===== src/tpm_defines.svh =====
`ifndef TPM_DEFINES_SVH
`define TPM_DEFINES_SVH

// Register byte offsets
`define TPM_OFS_MODE     8'h00
`define TPM_OFS_CAPCTRL  8'h04
`define TPM_OFS_OUTCTRL  8'h08
`define TPM_OFS_PRESCALE 8'h0C
`define TPM_OFS_COUNT    8'h10
`define TPM_OFS_PERIOD   8'h14
`define TPM_OFS_WIDTH    8'h18

// Mode control fields
`define TPM_MODE_OVF     0
`define TPM_MODE_LO      2
`define TPM_MODE_HI      3

// Capture/compare control fields
`define TPM_CC_PER_CAP   0
`define TPM_CC_PER_OPP   1
`define TPM_CC_WID_CAP   2

// Output control fields
`define TPM_OC_OE        0
`define TPM_OC_INV_PER   1
`define TPM_OC_INV_WID   4
`define TPM_OC_OS_EN     5
`define TPM_OC_OS_TRIG   6

// Prescaler and edge select fields
`define TPM_PR_CLK_LO    0
`define TPM_PR_PRI_LO    4
`define TPM_PR_SEC_LO    6

// Edge select codes
`define TPM_EDGE_FALL    2'h0
`define TPM_EDGE_RISE    2'h1
`define TPM_EDGE_NONE    2'h2
`define TPM_EDGE_BOTH    2'h3

`define TPM_CNT_MAX      16'hFFFF

`endif


===== src/tpm_pkg.sv =====
`default_nettype none
package tpm_pkg;

	typedef enum logic [1:0] {
		TPM_STOP,
		TPM_FREE,
		TPM_EDGE_CLR,
		TPM_MATCH_CLR
	} tpm_mode_t;

	typedef struct packed {
		logic valid;
		logic opposite;
	} tpm_edge_t;

	typedef struct packed {
		logic [15:0] cnt;
		logic [15:0] per;
		logic [15:0] wid;
		tpm_mode_t   mode;
		logic        ovf;
		logic [2:0]  crc;
		logic        oe;
		logic        inv_per;
		logic        inv_wid;
		logic        os_en;
		logic [7:0]  prm;
		logic        os_armed;
		logic        level;
		logic        pin;
		logic [31:0] rdata;
		logic        err;
		logic        per_irq;
		logic        wid_irq;
	} tpm_state_t;

endpackage
`default_nettype wire


===== src/tpm_edge_detect.sv =====
`default_nettype none
module tpm_edge_detect
	import tpm_pkg::*;
(
	input  wire logic       pclk,
	input  wire logic       presetn,
	input  wire logic       pin_in,
	input  wire logic [1:0] sel,
	output tpm_edge_t       edge_out
);
	`include "tpm_defines.svh"

	logic [2:0] sh;
	logic       rise;
	logic       fall;

	assign rise = sh[1] & ~sh[2];
	assign fall = ~sh[1] & sh[2];

	// Two-stage synchroniser, then one stage of history
	always_ff @(posedge pclk or negedge presetn) begin
		if (!presetn) begin
			sh       <= 3'h0;
			edge_out <= '0;
		end else begin
			sh             <= {sh[1:0], pin_in};
			edge_out.valid <= (sel == `TPM_EDGE_RISE && rise) || (sel == `TPM_EDGE_FALL && fall)
				|| (sel == `TPM_EDGE_BOTH && (rise || fall));
			edge_out.opposite <= (sel == `TPM_EDGE_RISE && fall)
				|| (sel == `TPM_EDGE_FALL && rise);
		end
	end
endmodule // tpm_edge_detect
`default_nettype wire


===== src/tpm_prescaler.sv =====
`default_nettype none
module tpm_prescaler #(
	parameter int DIV_W = 4
) (
	input  wire logic       pclk,
	input  wire logic       presetn,
	input  wire logic       run,
	input  wire logic [1:0] sel,
	output logic            tick
);
	logic [DIV_W-1:0] div;

	// Divide by 1, 2, 4 or 2**DIV_W
	function automatic logic [DIV_W-1:0] div_mask(input logic [1:0] s);
		case (s)
			2'h0:    div_mask = '0;
			2'h1:    div_mask = DIV_W'(1);
			2'h2:    div_mask = DIV_W'(3);
			default: div_mask = '1;
		endcase
	endfunction

	always_ff @(posedge pclk or negedge presetn) begin
		if (!presetn) begin
			div  <= '0;
			tick <= 1'b0;
		end else begin
			div  <= run ? div + DIV_W'(1) : '0;
			tick <= run && ((div & div_mask(sel)) == div_mask(sel));
		end
	end
endmodule // tpm_prescaler
`default_nettype wire


===== src/tpm_timer.sv =====
// The placing of the registers and the APB slave port were decided locally.
`default_nettype none
module tpm_timer
	import tpm_pkg::*;
#(
	parameter int DIV_W = 4
) (
	input  wire logic        pclk,
	input  wire logic        presetn,
	input  wire logic        psel,
	input  wire logic        penable,
	input  wire logic        pwrite,
	input  wire logic [7:0]  paddr,
	input  wire logic [31:0] pwdata,
	output logic [31:0]      prdata,
	output logic             pready,
	output logic             pslverr,
	input  wire logic        primary_in_pin,
	input  wire logic        secondary_in_pin,
	output logic             timer_out_pin,
	output logic             period_irq,
	output logic             width_irq
);
	`include "tpm_defines.svh"

	tpm_state_t s;
	tpm_state_t next_s;
	tpm_edge_t  pe;
	tpm_edge_t  se;
	logic       tick;
	logic       running;
	logic       wr;
	logic       per_cap;
	logic       wid_cap;
	logic       pm;
	logic       wm;
	logic       os_mode;
	logic       trig;
	logic       edge_clr;
	logic       per_src;

	tpm_prescaler #(
		.DIV_W (DIV_W)
	) u_prescaler (
		.pclk    (pclk),
		.presetn (presetn),
		.run     (running),
		.sel     (s.prm[`TPM_PR_CLK_LO +: 2]),
		.tick    (tick)
	);

	tpm_edge_detect u_primary (
		.pclk     (pclk),
		.presetn  (presetn),
		.pin_in   (primary_in_pin),
		.sel      (s.prm[`TPM_PR_PRI_LO +: 2]),
		.edge_out (pe)
	);

	tpm_edge_detect u_secondary (
		.pclk     (pclk),
		.presetn  (presetn),
		.pin_in   (secondary_in_pin),
		.sel      (s.prm[`TPM_PR_SEC_LO +: 2]),
		.edge_out (se)
	);

	function automatic logic [31:0] read_mux(input logic [7:0] a, input tpm_state_t st);
		read_mux = 32'h0;
		if (a == `TPM_OFS_MODE) begin
			read_mux[`TPM_MODE_HI:`TPM_MODE_LO] = st.mode;
			read_mux[`TPM_MODE_OVF]              = st.ovf;
		end else if (a == `TPM_OFS_CAPCTRL) begin
			read_mux[2:0] = st.crc;
		end else if (a == `TPM_OFS_OUTCTRL) begin
			read_mux[`TPM_OC_OE]      = st.oe;
			read_mux[`TPM_OC_INV_PER] = st.inv_per;
			read_mux[`TPM_OC_INV_WID] = st.inv_wid;
			read_mux[`TPM_OC_OS_EN]   = st.os_en;
		end else if (a == `TPM_OFS_PRESCALE) begin
			read_mux[7:0] = st.prm;
		end else if (a == `TPM_OFS_COUNT) begin
			read_mux[15:0] = st.cnt;
		end else if (a == `TPM_OFS_PERIOD) begin
			read_mux[15:0] = st.per;
		end else if (a == `TPM_OFS_WIDTH) begin
			read_mux[15:0] = st.wid;
		end
	endfunction

	function automatic logic mapped(input logic [7:0] a);
		mapped = (a == `TPM_OFS_MODE) || (a == `TPM_OFS_CAPCTRL) || (a == `TPM_OFS_OUTCTRL)
			|| (a == `TPM_OFS_PRESCALE) || (a == `TPM_OFS_COUNT)
			|| (a == `TPM_OFS_PERIOD) || (a == `TPM_OFS_WIDTH);
	endfunction

	assign running  = s.mode != TPM_STOP;
	assign wr       = psel && penable && pwrite && mapped(paddr);
	assign per_cap  = s.crc[`TPM_CC_PER_CAP];
	assign wid_cap  = s.crc[`TPM_CC_WID_CAP];
	assign per_src  = s.crc[`TPM_CC_PER_OPP] ? pe.opposite : se.valid;
	assign pm       = running && tick && !per_cap && s.cnt == s.per;
	assign wm       = running && tick && !wid_cap && s.cnt == s.wid;
	assign os_mode  = s.os_en && (s.mode == TPM_FREE || s.mode == TPM_EDGE_CLR);
	assign trig     = os_mode && ((wr && paddr == `TPM_OFS_OUTCTRL && pwdata[`TPM_OC_OS_TRIG])
		|| pe.valid);
	assign edge_clr = s.mode == TPM_EDGE_CLR && pe.valid;

	always_comb begin
		next_s         = s;
		next_s.per_irq = 1'b0;
		next_s.wid_irq = 1'b0;
		next_s.err     = 1'b0;
		// Bus writes first, so hardware events below win over them
		if (wr) begin
			if (paddr == `TPM_OFS_MODE) begin
				next_s.mode = tpm_mode_t'(pwdata[`TPM_MODE_HI:`TPM_MODE_LO]);
				next_s.ovf  = pwdata[`TPM_MODE_OVF];
			end else if (paddr == `TPM_OFS_CAPCTRL) begin
				next_s.crc = pwdata[2:0];
			end else if (paddr == `TPM_OFS_OUTCTRL) begin
				next_s.oe      = pwdata[`TPM_OC_OE];
				next_s.inv_per = pwdata[`TPM_OC_INV_PER];
				next_s.inv_wid = pwdata[`TPM_OC_INV_WID];
				next_s.os_en   = pwdata[`TPM_OC_OS_EN];
			end else if (paddr == `TPM_OFS_PRESCALE) begin
				next_s.prm = pwdata[7:0];
			end else if (paddr == `TPM_OFS_PERIOD) begin
				next_s.per = pwdata[15:0];
			end else if (paddr == `TPM_OFS_WIDTH) begin
				next_s.wid = pwdata[15:0];
			end
		end
		// Read data latched in the setup cycle, answered in the access cycle
		if (psel && !penable) begin
			next_s.rdata = pwrite ? 32'h0 : read_mux(paddr, s);
			next_s.err   = !mapped(paddr);
		end else begin
			next_s.err = s.err && psel && penable ? 1'b0 : s.err;
		end
		// Captures use the count before any clear of this cycle
		if (per_cap && running && per_src) begin
			next_s.per = s.cnt;
		end
		if (wid_cap && running && pe.valid) begin
			next_s.wid = s.cnt;
		end
		// Counter
		if (!running) begin
			next_s.cnt = 16'h0;
		end else if (trig || edge_clr) begin
			next_s.cnt = 16'h0;
		end else if (tick) begin
			if (s.mode == TPM_MATCH_CLR && pm) begin
				next_s.cnt = 16'h0;
			end else begin
				next_s.cnt = s.cnt + 16'h1;
				if (s.cnt == `TPM_CNT_MAX) begin
					next_s.ovf = 1'b1;
				end
			end
		end
		// Events
		next_s.per_irq = pm || (per_cap && running && se.valid && !s.crc[`TPM_CC_PER_OPP]);
		next_s.wid_irq = wm || (wid_cap && running && pe.valid);
		// Output level
		if (os_mode) begin
			if (trig) begin
				next_s.os_armed = 1'b1;
			end else if (s.os_armed && wm) begin
				next_s.os_armed = 1'b0;
			end
			if (s.os_armed && !trig && (pm || wm)) begin
				next_s.level = !s.level;
			end
		end else begin
			next_s.os_armed = 1'b0;
			if ((pm && s.inv_per) ^ (wm && s.inv_wid)) begin
				next_s.level = !s.level;
			end
		end
		next_s.pin = next_s.level && next_s.oe;
		if (psel && penable) begin
			next_s.err = s.err;
		end
	end

	always_ff @(posedge pclk or negedge presetn) begin
		if (!presetn) begin
			s <= '0;
		end else begin
			s <= next_s;
		end
	end

	assign prdata        = s.rdata;
	assign pready        = 1'b1;
	assign pslverr       = psel && penable && s.err;
	assign timer_out_pin = s.pin;
	assign period_irq    = s.per_irq;
	assign width_irq     = s.wid_irq;
endmodule // tpm_timer
`default_nettype wire


===== config.mk =====
export PLATFORM = sky130hd
export DESIGN_NAME = tpm_timer
export DESIGN_NICKNAME = d
export VERILOG_FILES = /design/src/tpm_pkg.sv /design/src/tpm_edge_detect.sv /design/src/tpm_prescaler.sv /design/src/tpm_timer.sv
export VERILOG_INCLUDE_DIRS = /design/src
export SDC_FILE = /design/constraint.sdc
export NUM_CORES = 1
export LEC_CHECK = 0
export ABC_AREA = 1
export BUFFER_PORTS_ARGS = -buffer_cell sky130_fd_sc_hd__buf_2
export CORE_AREA = 5 5 122 124
export DETAILED_ROUTE_END_ITERATION = 7
export DIE_AREA = 0 0 127 129
export GPL_TIMING_DRIVEN = 1
export HOLD_SLACK_MARGIN = 0.05
export PLACE_DENSITY = 0.65
export SKIP_CTS_REPAIR_TIMING = 1
export SYNTH_ARGS = -nofsm -noshare
export SYNTH_HDL_FRONTEND = slang
export SYNTH_SLANG_ARGS = --single-unit

===== constraint.sdc =====
create_clock -name pclk -period 4.7 [get_ports pclk]
set_clock_uncertainty 0.1 [all_clocks]
set_input_delay 0.705 -clock pclk [delete_from_list [all_inputs] [get_ports pclk]]
set_output_delay 0.705 -clock pclk [all_outputs]
set_load 0.005 [all_outputs]

Word level (Yosys, flattened, before mapping):

Cells that the tools add are included.

* flip-flop bits (word level): 118
* word-level logic and storage cells: 210
* bits of input ports: 47
* output and inout port bits: 37

* equality and inequality tests: 30
* bitwise gates (word level): 14
* reductions and logical operators: 82
* mux-type cells: 57
* $add $sub $neg: 2

Operators by type and width (count)
* 16-bit 2-to-1 mux: 18
* 32-bit 2-to-1 mux: 4
* 50-bit 2-to-1 mux: 1
* 1-bit logical AND: 39
* 16-bit equality test: 2
* 8-bit 2-to-1 mux: 4
* 8-bit by 5-bit equality test with 1-bit output, second input constant: 3
* 12-bit 2-to-1 mux: 2
* 1-bit logical OR: 19
* 2-bit by 1-bit != test with 1-bit output, second input constant: 9
* 16-bit by 1-bit adder with 16-bit output, second input constant: 1
* 16-bit equality test, second input constant: 1
* 8-bit by 4-bit equality test with 1-bit output, second input constant: 2
* 15-bit 2-to-1 mux: 1
* 1-bit 2-to-1 mux: 14
* 13-bit 2-to-1 mux: 1
* 4-bit case mux with 3 select lines: 1
* 2-bit nonzero test: 6
* 2-bit equality test, second input constant: 5
* 10-bit 2-to-1 mux: 1
* 2-bit 2-to-1 mux: 5
* 3-bit 2-to-1 mux: 3
* 2-bit by 1-bit equality test with 1-bit output, second input constant: 4
* 8-bit by 3-bit equality test with 1-bit output, second input constant: 1
* 17 further kinds: 38

Logic depth before layout (Yosys ltp):

Gate-level depths: netlist (run 1).

* depth in word-level cells: 18
* mapped depth: 15
* depth with buffers taken out: 15

Hierarchy:

Synthesis (run 1) repeated with hierarchy kept, for this count alone.

* cell total of the unflattened synthesis: 820
* area, all modules: 6231.0 sq um

Modules (own cells, without submodules)
* tpm_timer: times used 1, area each 5592.9 sq um, cells an instance 755, sequential area each 2202.1 sq um
* tpm_edge_detect: times used 2, area each 202.7 sq um, cells an instance 19, sequential area each 125.1 sq um
* tpm_prescaler: times used 1, area each 232.7 sq um, cells an instance 27, sequential area each 125.1 sq um

Worst setup path before layout (run 1):

No wires, ideal clock.

* path kind: input to register
* start point: input port paddr[4]
* end point: register s[58] (netlist name)
* data arrival time: 1.936 ns
* cell stages on the path: 11
* path slack: 2.538 ns
* setup time: 0.126 ns
* path buffers: 1
* required time: 4.474 ns
* cells stage by stage: nor2_1 nand2_2 nor2_2 nor2_1 nand3_2 nand2_4 nor2_2 inv_2 o21ai_2 buf_2 o21ai_0

* word-level cells in the longest chain between the ends: 10
* elaborated cells on any way between the ends: 22
* those cells by class: eq/ne: 11; reduce/logical: 11

Ends and longest elaborated chain
* from (decl): RTL line tpm_timer.sv:13 `input wire logic [7:0] paddr,`
* 8-bit by 3-bit equality test with 1-bit output (no source line) / 8-bit logical NOT (equally long branches)
* 1-bit logical OR (6 in series): RTL line tpm_timer.sv:92 `` mapped = (a == `TPM_OFS_MODE) || (a == `TPM_OFS_CAPCTRL) || (a == `TPM_OFS_OUTCTRL) ``
* 1-bit logical AND: RTL line tpm_timer.sv:98 `assign wr = psel && penable && pwrite && mapped(paddr);`
* 2-bit nonzero test (no source line)
* 7-bit AND reduction (no source line) (*)
* to (signal assigned): RTL line tpm_timer.sv:192 `s <= next_s;`
* to (decl): RTL line tpm_timer.sv:26 `tpm_state_t s;`

Mark *: on every way between the ends. The rest lies on a longest branch, timed or not.
A chain may end at the register's enable or synchronous reset.

Worst setup path in the final report (run 1):

* start point: register s[54] (netlist name)
* end point: register s[68] (netlist name)

* word-level cells in the longest chain between the ends: 5
* elaborated cells on any way between the ends: 12
* those cells by class: eq/ne: 5; mux: 1; reduce/logical: 6

Ends and longest elaborated chain
* 2-bit nonzero test (*): RTL line tpm_timer.sv:97 `assign running = s.mode != TPM_STOP;`
* 1-bit logical AND (*) (2 in series): RTL line tpm_timer.sv:145 `if (wid_cap && running && pe.valid) begin`
* 2-bit by 1-bit != test with 1-bit output (no source line) / 2-bit nonzero test (equally long branches)
* 7-bit AND reduction (no source line)

Marks and branches as above.

==> results.cfg, run 1 <==
[timing]
report.final.slew_viol_count = 0
worst_pin_slew_ps = 982
fin_crit_sh = 0.595
setup_viol = 0
hold_violations = 0
period_minus_slack_ps = 2800
worst_slack_ps = 1900
max_slew_margin = 0.345
unrepaired_setup_endpoints_after_global_routing = false
post_route_setup_tns_ps = 0
fin_worst_hold_slack_ps = 249
max_freq_mhz = 357

[floorplanning]
die_height_um = 129
floorplan_die_area_um2 = 16400
io-pin-count = 84
floorplan.initialDensity = 0.436
chipWidth_um = 127
core_area_um2 = 13700
floorplan.rows = 43

[synthesis]
yosysSeqAreaShare = 0.428
synth_xor_xnor_area_share = 0.0235
yosys_most_used_dff = dfrtp_1
synthDominantAreaCellType = dfrtp_1
asyncSetResetFlopFracSynth = 1.00
synth.top_cells.by_count = nand2_1 (187), dfrtp_1 (102), inv_1 (101)
ys.warnings.count = 0
synth_adder_area_share = 0.0189
post_synth_num_cell_types = 42
syn_area_per_cell_um2 = 7.50
synth_compound_area_frac = 0.164
synth.ff_latch_count = 102
synth_top_cells_by_area = dfrtp_1 (43%), nand2_1 (12%), o21ai_0 (7.7%)
synth_top_family_by_area = simple AND/OR/NAND/NOR gates
netlist_area_um2 = 5960
synth_enable_flop_cells = 0
synthesis.instances = 795
synth_simple_gate_area_share = 0.233
synth.top_cell.area_share = 0.428
synth.mux.area_fraction = 0
synth_most_common_cell = nand2_1

[worst_setup_path]
critical-path-slowest-cell = nand3_1
cp-start-kind = register
timing_worst_setup_path_type = register to register
worst_setup_path_end_kind = register
critPathArrivalTime_ps = 2920
worst-path-buf-inv = 4
critPathMaxStageDelay_ps = 580
required_ps = 4830
worst_path_cell_trace = inv_1, ha_1, inv_1, nand3_1, buf_4, o21ai_2, buf_4, o21ai_0
cp_max_fo = 32
cp_top_family = buffers and inverters

[cts]
cts_buffers = 9
max-clock-path-buffers = 2
tritoncts = done
cts-root-buf = clkbuf_16
tritoncts_num_sinks = 102
h-tree-depth = 3
clk_pin_slew_worst_paths_ps = 60
worstSkewPairLatency_ps = 360

[grt]
largest_net_degree_at_the_start_of_global_routing = 75
first_global_vias = 4795
globalRoute.totalOverflow = 0
grt_first_pass_wirelength_mm = 26.4
track_usage = 0.209
grt_antenna_before_repair = 0

[finish]
area_growth_pct = 8.35
nets = 870
finalCoreUtilization = 0.473
drive_gt1_frac = 0.103
ff_latch_area_um2 = 2550
antenna-diode-count = 0
layout_filler_cell_count = 1409
layout.cells.non_filler = 999
final_area_um2 = 6460
multi_input_area_um2 = 2680

[routing]
avgViaCountPerCell = 5.30
drt_pass1_iterations = 5
drtAntennaViolNets = 0
detailedRoute.firstIterationViolations = 515
wire_per_inst_um = 16.4
remaining_drc_errors = 0
wl_mm = 16.4
via_count_of_the_routed_design = 5291

[pwr]
p_leak_nw = 3.04
ir_drop_v = 0.000199
totalPowerFinal_mw = 1.78
power.density_cell_area_nw_per_um2 = 276

[worst_hold_path]
worst_hold_path_type = register to register

[outcome]
result_of_the_run = finished, final reports clean

[placed_design]
dpl.cell_count = 983
finalWeightedCongestion = 0.940
placed_area_um2 = 6140
io_buffer_count = 50
place_worst_setup_slack_ps = 1630
hpwl_mm = 11.9

[flow_run]
cap_viol_max_count = 0
==> flip-flops by register name, indices dropped and copies added (netlist names) <==
| register | flops |
|---|---|
| timer_out_pin | 1 |
| u_prescaler.tick | 1 |
| prdata | 16 |
| width_irq | 1 |
| u_secondary.edge_out | 1 |
| period_irq | 1 |
| u_primary.edge_out | 2 |
| s | 68 |
| per_cap | 1 |
| u_primary.sh | 3 |
| u_secondary.sh | 3 |
| u_prescaler.div | 4 |
==> worst paths after layout <==
path / to / depth (start not counted) / from / slack, ps
hold / removal: u_secondary.sh[1] / 0 / u_secondary.sh[0] / 250
setup / recovery: s[68] / 8 / s[54] / 1900
setup reg to reg: s[68] / 8 / s[54] / 1900
min in group asynchronous: s[68] / 1 / presetn / 370
hold reg to reg: u_secondary.sh[1] / 0 / u_secondary.sh[0] / 250
max in group asynchronous: u_primary.sh[0] / 2 / presetn / 3210
==> per-layer routing <==
| layer | up-vias | share of wire | routed length, um | track usage |
|---|---|---|---|---|
| met2 | 195 | 0.44 | 7220 | 0.311 |
| met3 | 28 | 0.068 | 1120 | 0.0278 |
| met4 | 0 | 0.026 | 425 | 0.0871 |
| met1 | 2491 | 0.47 | 7660 | 0.307 |
| met5 | - | 0 | 0 | 0 |
| li1 | 2577 | - | - | - |
==> cell families (layout without fill, tap and decap cells) <==
| group | after synthesis | count (layout) |
|---|---|---|
| simple gates | 328 | 328 |
| flops | 102 | 102 |
| buf+inv | 166 | 175 |
| other cells | 2 | 17 |
| fa+ha+maj | 9 | 9 |
| compound gates | 172 | 172 |
| xor+xnor | 16 | 16 |
==> cells in the final DEF, fill, tap and decap left out, drive strengths merged <==
master,instances
nand2,190
inv,103
dfrtp,102
o21ai,101
nor2,70
buf,55
nand3,45
a21oi,23
o22ai,20
conb,17
xor2,15
clkbuf,13
o211ai,10
nand4,9
o31ai,9
ha,9
nor3,5
nor4,4
o221ai,3
nor3b,2
a211oi,2
bufinv,2
xnor2,1
or2,1
nand3b,1
o32ai,1
o21bai,1
and2,1
clkinv,1
o2111ai,1
a22o,1
clkinvlp,1
==> cell type report <==
class                   instances  area share
inverters                     104      0.0608
well taps                     180      0.0349
multi-input cells             542       0.415
repair buffers                 55      0.0449
flip-flops and latches        102       0.395
clock inverters                 3      0.0105
clock buffers                  13      0.0387
==> where the power goes <==
part           internal [mW]  switching, mW  total (mW)
combinational         0.0203         0.0528      0.0731
clock                  0.482          0.337       0.819
sequential             0.885        0.00449       0.890
No activity file was read; power rests on OpenSTA's default activity.
==> run 2: changes to the inputs <==
--- a/config.mk
+++ b/config.mk
@@ -13,7 +13,7 @@
 export DIE_AREA = 0 0 127 129
 export GPL_TIMING_DRIVEN = 1
 export HOLD_SLACK_MARGIN = 0.05
-export PLACE_DENSITY = 0.65
+export PLACE_DENSITY = 0.67
 export SKIP_CTS_REPAIR_TIMING = 1
 export SYNTH_ARGS = -nofsm -noshare
 export SYNTH_HDL_FRONTEND = slang
==> constraint.sdc (replaced) <==
create_clock -name pclk -period 2.4 [get_ports pclk]
set_clock_uncertainty 0.1 [all_clocks]
set_input_delay 0.36 -clock pclk [delete_from_list [all_inputs] [get_ports pclk]]
set_output_delay 0.36 -clock pclk [all_outputs]
set_load 0.005 [all_outputs]
==> run 2 against run 1 <==
Power rose by 100%; cell count is 2.9% higher; sequential power up 96%; setup slack worse by 1800 ps; flip-flop and latch count stayed put; final area grew 4.6%; wire length grew 1.7%; sequential share of layout area is 1.7 points lower; hold slack worse by 87 ps; register-to-register slack got worse by 1800 ps; first-iteration DRC count decreased by 18%; critical path type unchanged; critical endpoint is now timer_out_pin; highest routed layer unchanged.
==> results.cfg, run 2 (synthesis gave the netlist of run 1 again) <==
[finish]
antenna-diode-count = 0
nets = 899
layout_commonest_cell = nand2_1
most-common-layout-cells = nand2_1 (187), dfrtp_1 (102), inv_1 (101), o21ai_0 (92), nor2_1 (65)
regMostFlops = s
drive_gt1_frac = 0.132
area_growth_pct = 13.3
largest_register_ffs = 68

[routing]
drt_pass1_iterations = 5
detail_route.wirelength.met1_mm = 7.77
highest_layer_used_for_signal_routing = met4
drtAntennaViolNets = 0
wl_met3_mm = 1.14
wl_mm = 16.7
via_count_of_the_routed_design = 5347
met2_layer_wire_length_in_the_routed_design_mm = 7.41
detailedRoute.firstIterationViolations = 422
wire_per_inst_um = 16.2
avgViaCountPerCell = 5.20
remaining_drc_errors = 0

[timing]
max_freq_mhz = 442
report.final.slew_viol_count = 0
unrepaired_setup_endpoints_after_global_routing = false
setup_viol = 0
period_minus_slack_ps = 2260
post_route_setup_tns_ps = 0
fin_crit_sh = 0.942
hold_violations = 0

[placed_design]
hpwl_mm = 12.5
io_buffer_count = 50
finalWeightedCongestion = 0.916

[pwr]
share_clk_of_total_power = 0.476
power.density_cell_area_nw_per_um2 = 536
internal_power_mw = 2.86
combinational_power_share = 0.043
ir_drop_v = 0.000270
switching_share = 0.210
power.sequential.fraction = 0.481
p_leak_nw = 3.20
total_switching_power_mw = 0.762
totalPowerFinal_mw = 3.62

[worst_hold_path]
min_delay_worst_endpoint = s[52]
min_delay_path_depth = 3
holdCritStartpoint = pwdata[2]
worst_hold_path_type = primary input to register

[cts]
clk_pin_slew_worst_paths_ps = 70
cts-root-buf = clkbuf_16
tritoncts_num_sinks = 102
max-clock-path-buffers = 2
h-tree-depth = 3
cts_buffers = 9
tritoncts = done
worstSkewPairLatency_ps = 350

[floorplanning]
floorplan.initialDensity = 0.436
chipWidth_um = 127
floorplan_die_area_um2 = 16400
core_area_um2 = 13700
io-pin-count = 84
die_height_um = 129
floorplan.rows = 43

[worst_setup_path]
r2r_end = timer_out_pin
cp-start-kind = register
regToRegSetupSlack_ps = 140
timing_worst_setup_path_type = register to register
worst_setup_path_end_kind = register
required_ps = 2580
cp_max_fo = 4
r2r_worst_path_depth = 15
critPathArrivalTime_ps = 2440
rr_startpoint = s[54]

[grt]
first_global_vias = 4953
grt_first_pass_wirelength_mm = 26.7
globalRoute.totalOverflow = 0
largest_net_degree_at_the_start_of_global_routing = 40
grt_antenna_before_repair = 0
track_usage = 0.210

[flow_run]
cap_viol_max_count = 0

[outcome]
result_of_the_run = finished, final reports clean
==> run 2: how the worst max path moves through the flow <==
stage / startpoint / end / slack, ps / cells after the start
5_1_grt: s[54] / timer_out_pin / 2 / 15
2_1_floorplan: s[54] / s[79] / 390 / 10
3_3_place_gp: s[54] / timer_out_pin / 140 / 15
6_report: s[54] / timer_out_pin / 140 / 15
3_5_place_dp: s[54] / s[97] / 100 / 12
4_1_cts: s[54] / s[97] / 80 / 12
==> run 2: power groups by stage <==
stage	clock network, mW	logic (mW)	registers (mW)
after floorplan	0	0.0801	1.77
after global placement	0	0.153	1.78
after detailed placement	0	0.155	1.78
after CTS	1.76	0.155	1.74
after global routing	1.82	0.181	1.74
final	1.72	0.157	1.74
==> run 2: worst max-delay path, cell delays in order (launching register included) <==
cell and delay [ps]:
dfrtp_1 410, inv_1 80, ha_1 220, nor2_1 180, nand2_1 90, nor2_1 90
nand2_1 50, nor2_1 200, nand3_2 190, nor2_1 120, nand2_1 50, nand2_1 90
nand2_1 80, nand2_1 60, nand2_1 60, a21oi_1 110
==> run 2: metrics by stage <==
stage	hold WS, ps	instance area [um^2]	std cells	util	setup WS, ps
after global placement	205	6360	1009	0.466	137
after CTS	-167	6710	1025	0.491	82.6
after detailed placement	208	6360	1009	0.466	104
final	162	6760	1028	0.494	140
after floorplan	-35.6	6020	810	-	392
after global routing	170	6760	1028	0.494	2.35
==> run 2: layout make-up <==
class                   instances  area, um^2
well taps                     180         225
flip-flops and latches        102        2550
repair buffers                 84         541
clock inverters                 3        90.1
inverters                     104         393
multi-input cells             542        2700
clock buffers                  13         260
fillers                      1373        6910
==> run 2: routing by layer <==
metal / global-route usage / up-vias
li1: - / 2630
met1: 0.300 / 2511
met2: 0.321 / 180
met3: 0.0374 / 26
met4: 0.0726 / 0
met5: 0 / -
==> run 3: changes to the inputs <==
--- a/config.mk
+++ b/config.mk
@@ -8,12 +8,12 @@
 export LEC_CHECK = 0
 export ABC_AREA = 1
 export BUFFER_PORTS_ARGS = -buffer_cell sky130_fd_sc_hd__buf_2
-export CORE_AREA = 5 5 122 124
+export CORE_AREA = 5 5 114 116
 export DETAILED_ROUTE_END_ITERATION = 7
-export DIE_AREA = 0 0 127 129
+export DIE_AREA = 0 0 119 121
 export GPL_TIMING_DRIVEN = 1
 export HOLD_SLACK_MARGIN = 0.05
-export PLACE_DENSITY = 0.67
+export PLACE_DENSITY = 0.76
 export SKIP_CTS_REPAIR_TIMING = 1
 export SYNTH_ARGS = -nofsm -noshare
 export SYNTH_HDL_FRONTEND = slang
==> run 3 against run 2 <==
Final area shrank 1.1%; critical path depth down 5; clock power is 5% lower; flip-flop and latch count is the same; cell count shrank 3.7%; global-route usage is 2.1 points higher; fmax rose by 2.9%; setup slack better by 63 ps; clock-buffer cell count down 2; via count is 1.9% higher; wire length fell by 1.4%; highest routed layer unchanged.
==> results.cfg, run 3 (synthesis gave the netlist of run 1 again) <==
[outcome]
result_of_the_run = finished, final reports clean

[timing]
fin_crit_sh = 0.916
setup_viol = 0
report.final.slew_viol_count = 0
max_slew_margin = 0.653
max_freq_mhz = 455
hold_violations = 0
post_route_setup_tns_ps = 0
unrepaired_setup_endpoints_after_global_routing = false
worst_pin_slew_ps = 520
period_minus_slack_ps = 2200

[floorplanning]
chipWidth_um = 119
io-pin-count = 84
die_height_um = 121
floorplan.rows = 40
floorplan_die_area_um2 = 14400
core_area_um2 = 11800
floorplan.initialDensity = 0.505

[worst_setup_path]
critPathArrivalTime_ps = 2320
required_ps = 2520
timing_worst_setup_path_type = register to register
cp-start-kind = register
cp_max_fo = 22
worst_setup_path_end_kind = register

[finish]
layout_commonest_cell = nand2_1
largest_register_ffs = 68
regMostFlops = s
nets = 894
drive_gt1_frac = 0.135
finalCoreUtilization = 0.566
antenna-diode-count = 0
area_growth_pct = 12.1
most-common-layout-cells = nand2_1 (187), dfrtp_1 (102), inv_1 (101), o21ai_0 (92), nor2_1 (62)
layout_filler_cell_count = 1112

[placed_design]
finalWeightedCongestion = 0.973
hpwl_mm = 12.0
io_buffer_count = 50

[grt]
globalRoute.totalOverflow = 0
first_global_vias = 5012
grt_first_pass_wirelength_mm = 26.1
track_usage = 0.231
largest_net_degree_at_the_start_of_global_routing = 40
grt_antenna_before_repair = 0

[cts]
max-clock-path-buffers = 2
cts-root-buf = clkbuf_16
cts_buffers = 9
tritoncts_num_sinks = 102
h-tree-depth = 3
tritoncts = done
worstSkewPairLatency_ps = 350
clk_pin_slew_worst_paths_ps = 70

[routing]
remaining_drc_errors = 0
detail_route.wirelength.met1_mm = 7.13
drt_pass1_iterations = 5
via_count_of_the_routed_design = 5446
avgViaCountPerCell = 5.50
highest_layer_used_for_signal_routing = met4
drtAntennaViolNets = 0
wire_per_inst_um = 16.6
detailedRoute.firstIterationViolations = 519
met2_layer_wire_length_in_the_routed_design_mm = 7.35
wl_mm = 16.5
wl_met3_mm = 1.47

[pwr]
totalPowerFinal_mw = 3.53
p_leak_nw = 3.17
power.density_cell_area_nw_per_um2 = 529
ir_drop_v = 0.000290

[flow_run]
cap_viol_max_count = 0

[worst_hold_path]
worst_hold_path_type = primary input to register
run 3: cell types whose count changed in the layout (fill, tap and decap cells not counted), sizes merged:
cell	change
bufinv	-1
buf	-5
clkinv	+2
clkinvlp	+1
clkbuf	-2
run 3: through the flow:
stage | instances | hold slack [ps] | instance area, um^2 | worst slack (ps)
5_1_grt | 990 | 215 | 6680 | 28.7
6_report | 990 | 180 | 6680 | 203
3_5_place_dp | 971 | 186 | 6280 | 115
4_1_cts | 987 | -189 | 6620 | 97.0
2_1_floorplan | 810 | -35.6 | 6020 | 392
3_3_place_gp | 971 | 178 | 6280 | 165
run 3: final cells by class:
type	count	area (um^2)	area share
Clock buffer	11	253	0.0378
Clock inverter	5	81.3	0.0122
Inverter	104	393	0.0588
Multi-Input combinational cell	542	2720	0.407
Sequential cell	102	2550	0.382
Tap cell	147	184	0.0275
Timing Repair Buffer	79	503	0.0753
run 3: critical path, stage by stage, from the launching register on:
cell and delay (ps):
dfrtp_1 420, inv_1 100, ha_1 210, buf_4 160
nor2_1 60, nand3_1 100, and2_1 260, buf_4 300
o21ai_0 130, o211ai_1 100, o21ai_0 120
run 3: worst paths after layout:
| path | from | end | slack (ps) | depth (start not counted) |
|---|---|---|---|---|
| min in group asynchronous | presetn | s[64] | 340 | 2 |
| worst min-delay path | pwdata[1] | s[51] | 180 | 3 |
| worst max-delay path | s[55] | s[75] | 200 | 10 |
| worst min register to register | u_secondary.sh[0] | u_secondary.sh[1] | 250 | 0 |
| max in group asynchronous | presetn | s[36] | 1200 | 3 |
| worst max register to register | s[55] | s[75] | 200 | 10 |
run 3: report_power, final:
part | leakage [nW] | switching (mW) | internal, mW | total (mW)
combinational | 1.75 | 0.106 | 0.0493 | 0.156
clock | 0.162 | 0.664 | 0.971 | 1.64
sequential | 1.26 | 0.00852 | 1.73 | 1.74
total | 3.17 | 0.779 | 2.75 | 3.53
run 3: layer usage:
metal | vias up | global-route usage
met3 | 43 | 0.0569
li1 | 2623 | -
met2 | 259 | 0.356
met1 | 2521 | 0.314
met5 | - | 0
met4 | 0 | 0.0891
